<file path="src/core/rx_irq_pkg.sv">
package rx_irq_pkg;

    // Register offsets
    localparam logic [7:0] PORT_SEL_OFFSET = 8'h4c;
    localparam logic [7:0] IRQ_EN_HIGH_OFFSET = 8'hd8;
    localparam logic [7:0] IRQ_EN_LOW_OFFSET = 8'hd9;
    localparam logic [7:0] IRQ_STATUS_HIGH_OFFSET = 8'hda;
    localparam logic [7:0] IRQ_STATUS_LOW_OFFSET = 8'hdb;

    // Values after reset
    localparam logic [7:0] PORT_SEL_RESET = 8'h00;
    localparam logic [7:0] IRQ_EN_HIGH_RESET = 8'h00;
    localparam logic [7:0] IRQ_EN_LOW_RESET = 8'h00;
    localparam logic [15:0] IRQ_FLAGS_RESET = 16'h0000;

    // Field positions in the high registers
    localparam int ENC_ERR_BIT = 2;
    localparam int SEQ_ERR_BIT = 1;
    localparam int CRC_ERR_BIT = 0;

    // Field positions in the low registers
    localparam int LINE_LEN_BIT = 6;
    localparam int LINE_CNT_BIT = 5;
    localparam int OVERFLOW_BIT = 4;
    localparam int PARITY_BIT = 2;
    localparam int PORT_VALID_BIT = 1;
    localparam int LOCK_BIT = 0;

    // Implemented bits; the rest are reserved and read as zero
    localparam logic [7:0] HIGH_BITS_MASK = 8'h07;
    localparam logic [7:0] LOW_BITS_MASK = 8'h77;

    // Flag vector is {low status, high status}; clearing groups
    localparam logic [15:0] CLR_BY_FIRST_MASK = 16'h0703;
    localparam logic [15:0] CLR_BY_SECOND_MASK = 16'h7004;

    // Width of measured line length and line count
    localparam int LINE_MEAS_W = 16;

    // One register access from the register engine
    typedef struct packed {
        logic wr;
        logic rd;
        logic [7:0] addr;
        logic [7:0] wdata;
    } reg_req_s;

    // Detection results of one receive port
    typedef struct packed {
        logic encoding_error;
        logic ctrl_chan_sequence_error;
        logic ctrl_chan_crc_error;
        logic rx_buffer_overflow;
        logic parity_error;
        logic port_valid;
        logic lock;
        logic line_meas_valid;
        logic [LINE_MEAS_W-1:0] line_length;
        logic [LINE_MEAS_W-1:0] line_count;
    } port_events_s;

endpackage : rx_irq_pkg

</file>
<file path="src/core/rx_port_irq.sv">
`timescale 1ns/1ps
`default_nettype none

module rx_port_irq #(
    parameter int NUM_PORTS = 4,
    parameter int PORT_IDX_W = 2
) (
    input wire logic sys_clk,
    input wire logic rst_n,
    input wire rx_irq_pkg::reg_req_s reg_req,
    input wire logic port_status_first_rd,
    input wire logic port_status_second_rd,
    input wire rx_irq_pkg::port_events_s [NUM_PORTS-1:0] port_events,
    output logic [7:0] rd_data_q,
    output logic rd_valid_q,
    output logic [NUM_PORTS-1:0] port_irq_q
);

    // Address match helper
    function automatic logic addr_hit(input logic [7:0] addr, input logic [7:0] offset);
        addr_hit = (addr == offset);
    endfunction : addr_hit

    // Port index held in the select register
    function automatic logic [PORT_IDX_W-1:0] sel_field(input logic [7:0] value);
        sel_field = value[PORT_IDX_W-1:0];
    endfunction : sel_field

    // Change detector for a measurement that has a previous value
    function automatic logic meas_changed(
        input logic seen,
        input logic [rx_irq_pkg::LINE_MEAS_W-1:0] now_val,
        input logic [rx_irq_pkg::LINE_MEAS_W-1:0] last_val
    );
        meas_changed = seen && (now_val != last_val);
    endfunction : meas_changed

    logic [7:0] port_sel_q;
    logic [PORT_IDX_W-1:0] sel_idx;
    logic sel_in_range;
    logic [7:0] en_high_q [NUM_PORTS];
    logic [7:0] en_low_q [NUM_PORTS];
    logic [15:0] flags [NUM_PORTS];
    logic [7:0] rd_mux;

    // Port currently addressed by register accesses
    assign sel_idx = sel_field(port_sel_q);
    assign sel_in_range = (32'(sel_idx) < NUM_PORTS);

    // Port select register
    always_ff @(posedge sys_clk) begin
        if (!rst_n) begin
            port_sel_q <= rx_irq_pkg::PORT_SEL_RESET;
        end else if (reg_req.wr && addr_hit(reg_req.addr, rx_irq_pkg::PORT_SEL_OFFSET)) begin
            port_sel_q <= {{(8 - PORT_IDX_W){1'b0}}, sel_field(reg_req.wdata)};
        end
    end

    // High enable registers, one copy per port
    always_ff @(posedge sys_clk) begin
        if (!rst_n) begin
            for (int p = 0; p < NUM_PORTS; p++) begin
                en_high_q[p] <= rx_irq_pkg::IRQ_EN_HIGH_RESET;
            end
        end else begin
            for (int p = 0; p < NUM_PORTS; p++) begin
                if (reg_req.wr && addr_hit(reg_req.addr, rx_irq_pkg::IRQ_EN_HIGH_OFFSET)
                    && sel_in_range && (32'(sel_idx) == p)) begin
                    en_high_q[p] <= reg_req.wdata & rx_irq_pkg::HIGH_BITS_MASK;
                end
            end
        end
    end

    // Low enable registers, one copy per port; reserved bits stay zero
    always_ff @(posedge sys_clk) begin
        if (!rst_n) begin
            for (int p = 0; p < NUM_PORTS; p++) begin
                en_low_q[p] <= rx_irq_pkg::IRQ_EN_LOW_RESET;
            end
        end else begin
            for (int p = 0; p < NUM_PORTS; p++) begin
                if (reg_req.wr && addr_hit(reg_req.addr, rx_irq_pkg::IRQ_EN_LOW_OFFSET)
                    && sel_in_range && (32'(sel_idx) == p)) begin
                    en_low_q[p] <= reg_req.wdata & rx_irq_pkg::LOW_BITS_MASK;
                end
            end
        end
    end

    // Per-port event capture, change detection and interrupt request
    for (genvar g = 0; g < NUM_PORTS; g++) begin : g_port
        logic primed_q;
        logic lock_prev_q;
        logic valid_prev_q;
        logic meas_seen_q;
        logic [rx_irq_pkg::LINE_MEAS_W-1:0] len_last_q;
        logic [rx_irq_pkg::LINE_MEAS_W-1:0] cnt_last_q;
        logic lock_chg;
        logic valid_chg;
        logic len_chg;
        logic cnt_chg;
        logic selected;
        logic [15:0] set_vec;
        logic [15:0] clr_vec;

        // Previous levels; the first cycle after reset only primes them
        always_ff @(posedge sys_clk) begin
            if (!rst_n) begin
                primed_q <= 1'b0;
                lock_prev_q <= 1'b0;
                valid_prev_q <= 1'b0;
            end else begin
                primed_q <= 1'b1;
                lock_prev_q <= port_events[g].lock;
                valid_prev_q <= port_events[g].port_valid;
            end
        end

        // Last line measurement; no change is seen before the first one
        always_ff @(posedge sys_clk) begin
            if (!rst_n) begin
                meas_seen_q <= 1'b0;
                len_last_q <= '0;
                cnt_last_q <= '0;
            end else if (port_events[g].line_meas_valid) begin
                meas_seen_q <= 1'b1;
                len_last_q <= port_events[g].line_length;
                cnt_last_q <= port_events[g].line_count;
            end
        end

        // Level changes and measurement changes
        assign lock_chg = primed_q && (port_events[g].lock != lock_prev_q);
        assign valid_chg = primed_q && (port_events[g].port_valid != valid_prev_q);
        assign len_chg = port_events[g].line_meas_valid
            && meas_changed(meas_seen_q, port_events[g].line_length, len_last_q);
        assign cnt_chg = port_events[g].line_meas_valid
            && meas_changed(meas_seen_q, port_events[g].line_count, cnt_last_q);

        // Flag set vector, laid out as {low status, high status}
        always_comb begin
            set_vec = '0;
            set_vec[rx_irq_pkg::ENC_ERR_BIT] = port_events[g].encoding_error;
            set_vec[rx_irq_pkg::SEQ_ERR_BIT] = port_events[g].ctrl_chan_sequence_error;
            set_vec[rx_irq_pkg::CRC_ERR_BIT] = port_events[g].ctrl_chan_crc_error;
            set_vec[8 + rx_irq_pkg::LINE_LEN_BIT] = len_chg;
            set_vec[8 + rx_irq_pkg::LINE_CNT_BIT] = cnt_chg;
            set_vec[8 + rx_irq_pkg::OVERFLOW_BIT] = port_events[g].rx_buffer_overflow;
            set_vec[8 + rx_irq_pkg::PARITY_BIT] = port_events[g].parity_error;
            set_vec[8 + rx_irq_pkg::PORT_VALID_BIT] = valid_chg;
            set_vec[8 + rx_irq_pkg::LOCK_BIT] = lock_chg;
        end

        // Clearing follows status reads of the selected port only
        assign selected = sel_in_range && (32'(sel_idx) == g);
        always_comb begin
            clr_vec = '0;
            if (selected && port_status_first_rd) begin
                clr_vec = clr_vec | rx_irq_pkg::CLR_BY_FIRST_MASK;
            end
            if (selected && port_status_second_rd) begin
                clr_vec = clr_vec | rx_irq_pkg::CLR_BY_SECOND_MASK;
            end
        end

        // Sticky status flags
        sticky_flags #(
            .WIDTH(16)
        ) u_flags (
            .sys_clk(sys_clk),
            .rst_n(rst_n),
            .set_vec(set_vec),
            .clr_vec(clr_vec),
            .flags_q(flags[g])
        );

        // Interrupt request: any flag whose enable is set
        always_ff @(posedge sys_clk) begin
            if (!rst_n) begin
                port_irq_q[g] <= 1'b0;
            end else begin
                port_irq_q[g] <= |(flags[g] & {en_low_q[g], en_high_q[g]});
            end
        end
    end

    // Read data selection for the addressed port
    always_comb begin
        rd_mux = 8'h00;
        if (addr_hit(reg_req.addr, rx_irq_pkg::PORT_SEL_OFFSET)) begin
            rd_mux = port_sel_q;
        end else if (sel_in_range) begin
            unique case (reg_req.addr)
                rx_irq_pkg::IRQ_EN_HIGH_OFFSET: begin
                    rd_mux = en_high_q[sel_idx] & rx_irq_pkg::HIGH_BITS_MASK;
                end
                rx_irq_pkg::IRQ_EN_LOW_OFFSET: begin
                    rd_mux = en_low_q[sel_idx] & rx_irq_pkg::LOW_BITS_MASK;
                end
                rx_irq_pkg::IRQ_STATUS_HIGH_OFFSET: begin
                    rd_mux = flags[sel_idx][7:0] & rx_irq_pkg::HIGH_BITS_MASK;
                end
                rx_irq_pkg::IRQ_STATUS_LOW_OFFSET: begin
                    rd_mux = flags[sel_idx][15:8] & rx_irq_pkg::LOW_BITS_MASK;
                end
                default: begin
                    rd_mux = 8'h00;
                end
            endcase
        end
    end

    // Registered read answer, one cycle after the request
    always_ff @(posedge sys_clk) begin
        if (!rst_n) begin
            rd_data_q <= 8'h00;
            rd_valid_q <= 1'b0;
        end else begin
            rd_valid_q <= reg_req.rd;
            rd_data_q <= reg_req.rd ? rd_mux : 8'h00;
        end
    end

endmodule : rx_port_irq

`default_nettype wire

</file>
<file path="src/core/sticky_flags.sv">
`timescale 1ns/1ps
`default_nettype none

module sticky_flags #(
    parameter int WIDTH = 16
) (
    input wire logic sys_clk,
    input wire logic rst_n,
    input wire logic [WIDTH-1:0] set_vec,
    input wire logic [WIDTH-1:0] clr_vec,
    output logic [WIDTH-1:0] flags_q
);

    // Set wins over clear in the same cycle; flags hold otherwise
    always_ff @(posedge sys_clk) begin
        if (!rst_n) begin
            flags_q <= '0;
        end else begin
            flags_q <= (flags_q & ~clr_vec) | set_vec;
        end
    end

endmodule : sticky_flags

`default_nettype wire

</file>
<file path="config.mk">
export PLATFORM = sky130hd
export DESIGN_NAME = rx_port_irq
export DESIGN_NICKNAME = d
export VERILOG_FILES = /design/src/core/rx_irq_pkg.sv /design/src/core/rx_port_irq.sv /design/src/core/sticky_flags.sv
export SDC_FILE = /design/constraint.sdc
export NUM_CORES = 1
export LEC_CHECK = 0
export ABC_AREA = 1
export BUFFER_PORTS_ARGS = -buffer_cell sky130_fd_sc_hd__buf_2
export CAP_MARGIN = 40
export CORE_AREA = 2 2 144 146
export CTS_CLUSTER_DIAMETER = 200
export DETAILED_ROUTE_END_ITERATION = 7
export DIE_AREA = 0 0 146 148
export PLACE_DENSITY = 0.85
export SLEW_MARGIN = 20
export SYNTH_ARGS = -nofsm -noshare
export SYNTH_HDL_FRONTEND = slang
export SYNTH_HIERARCHICAL = 1
export SYNTH_SLANG_ARGS = --single-unit
</file>
<file path="constraint.sdc">
create_clock -name sys_clk -period 3.7 [get_ports sys_clk]
set_input_delay 0.37 -clock sys_clk [delete_from_list [all_inputs] [get_ports sys_clk]]
set_output_delay 0.37 -clock sys_clk [all_outputs]
set_load 0.02 [all_outputs]
</file>
==> run metrics <==
outcome complete, no violations; largest net degree at the start of global routing 64; clock skew 0.009376 ns; Largest stage delay, worst path 0.65 ns; Core Util, Final 64.63%; CTS clk-pin slew, worst paths 0.06 ns; Num CTS Buffers 25; Tcrit/Tclk final 56.05%; Syn Area/Cell 7.042 µm²; worst vdd ir 330.7 µV; RSZ-0062 raised after global routing false; vias in the first global route 9,874; setup_tns 0 ns; Synth Cell Area 11,070 µm²; CP max-delay cell o21ai_0; cell area power density 452.7 nW/µm²; Core Box Area 20,040 µm²; Core Rows 52; Vias 10,214; I/O pins 195; Synth Warn # 6; starting density of the core 55.24%; clock tree from TritonCTS done; switching share of total power 24.96%; most common cell after layout, fill and taps aside nand2_1; CP dominant cell by count inv_1; Die Footprint 21,610 µm²; min cycle time layout 2.074 ns; htree depth 1; final hold vios 0; Mapped Cells 1,572; clk root buf clkbuf_16; global-route wire length before repair 45,240 µm; Worst Path Buf+Inv 3; CTS sink cnt 228; Overflow after GRT 0; Seq pwr share 47.2%; Die W 146 µm; P_int 0.004400 W; f_max 0.4822 GHz; Psw 0.001464 W; GPL Wtd Cong 0.9335; clock power share 41.6%; slew margin rel. 41.52%; total track usage 25.21%; share of cells above drive strength 1 16.95%; max cap viols 0; Comb power frac 11.2%; crit start category register; total wire length 27,640 µm; Leakage 5.983 nW; critical path class register to register; DRC violations left 0; Post-CTS Setup Bufs 0; crit-path cells inv_1 > nor2_1 > buf_4 > inv_1 > o21ai_0; Final Max Slew Viols 0; CTS Hold Bufs 0; # nets final 1,921; Critical Path RT 3.84 ns; cell family with most CP delay compound AO/OA/AOI/OAI gates; Avg WL per Cell 13.58 µm; drt first pass iters 5; initial antenna violation count 8; Clock Latency Late Sink 0.52 ns; post-CTS sizing 0; Clock Tree Buf Depth 3; Tightest Hold Check Type input port to register; Die Span Y 148 µm; commonest non-fill, non-tap cells in the layout nand2_1, nor2_1, inv_1; Port Buf Inserts 190; Area Growth Syn to Fin 16.99%; final setup violating endpoints 0; critical path arrival 2.21 ns; Routed Antenna Nets 0; vias per inst 5.019; dpl hpwl 19,830 µm; 1st-iter DRT viols 652; Crit. End Element register; critical path fanouts, max 11; worst slew pin tran 0.8681 ns
## tightest hold or removal path: stages
cell	delay [ns]
buf_2	0.09
nand2_1	0.04
inv_1	0.04
## final cells by class
| cell class | instances | area [µm²] |
|---|---|---|
| antenna | 7 | 17.52 |
| clock buffer | 43 | 754.5 |
| clock inverter | 3 | 47.55 |
| fill | 1785 | 7088 |
| inverter | 227 | 852.1 |
| multi-input combinational | 1062 | 5026 |
| sequential | 228 | 4925 |
| tap | 270 | 337.8 |
| timing repair buffer | 195 | 991.0 |
## stage by stage
| step | hold slack, ns | worst slack (ns) | instance area [µm²] | std cells | power (W) |
|---|---|---|---|---|---|
| floorplan | 0.3977 | 1.797 | 11070 | 1573 | 0.003234 |
| global placement | 0.4474 | 1.476 | 12130 | 1982 | 0.003437 |
| detailed placement | 0.4600 | 1.374 | 12130 | 1982 | 0.003471 |
| CTS | 0.03642 | 1.687 | 12930 | 2028 | 0.005907 |
| global route | 0.06078 | 1.532 | 12950 | 2033 | 0.006114 |
| finish | 0.06140 | 1.626 | 12950 | 2035 | 0.005863 |
## sequential cells by signal, indices dropped and copies added (netlist names), named ones only
register and count:
port_irq_q 4, g_port.valid_prev_q 4, en_high_q 12, g_port.meas_seen_q 4, rd_data_q 6, g_port.u_flags/flags_q 36
g_port.len_last_q 64, port_sel_q 2, en_low_q 24, g_port.lock_prev_q 4, rd_valid_q 1, g_port.cnt_last_q 64
g_port.primed_q 1
## power groups by stage
stage	combinational (W)	sequential, W	clock (W)
after global routing	0.000753	0.00279	0.00257
after global placement	0.000624	0.00281	0
after CTS	0.000657	0.00277	0.00248
after floorplan	0.000438	0.00280	0
final	0.000657	0.00277	0.00244
after detailed placement	0.000650	0.00282	0
## metal layers
layer  vias to the layer above  wire, µm  global-route usage [%]  share of wire, %
met5                         -        13                       0             0.047
met4                         2      1012                   10.19               3.7
met3                        75      1528                   4.167               5.5
met2                       278     13500                   44.53                49
met1                      4602     11590                   30.77                42
li1                       5257         -                       -                 -
## final timing paths
kind	from	end	slack [ns]	cells past startpoint
hold / removal	port_events[154]	g_port[3].valid_prev_q	0.06	3
hold reg to reg	g_port[1].cnt_last_q[15]	g_port[1].cnt_last_q[15]	0.46	2
setup / recovery	port_sel_q[1]	en_low_q[2][4]	1.63	5
setup reg to reg	port_sel_q[1]	en_low_q[2][4]	1.63	5
No activity file was read; power rests on OpenSTA's default activity.
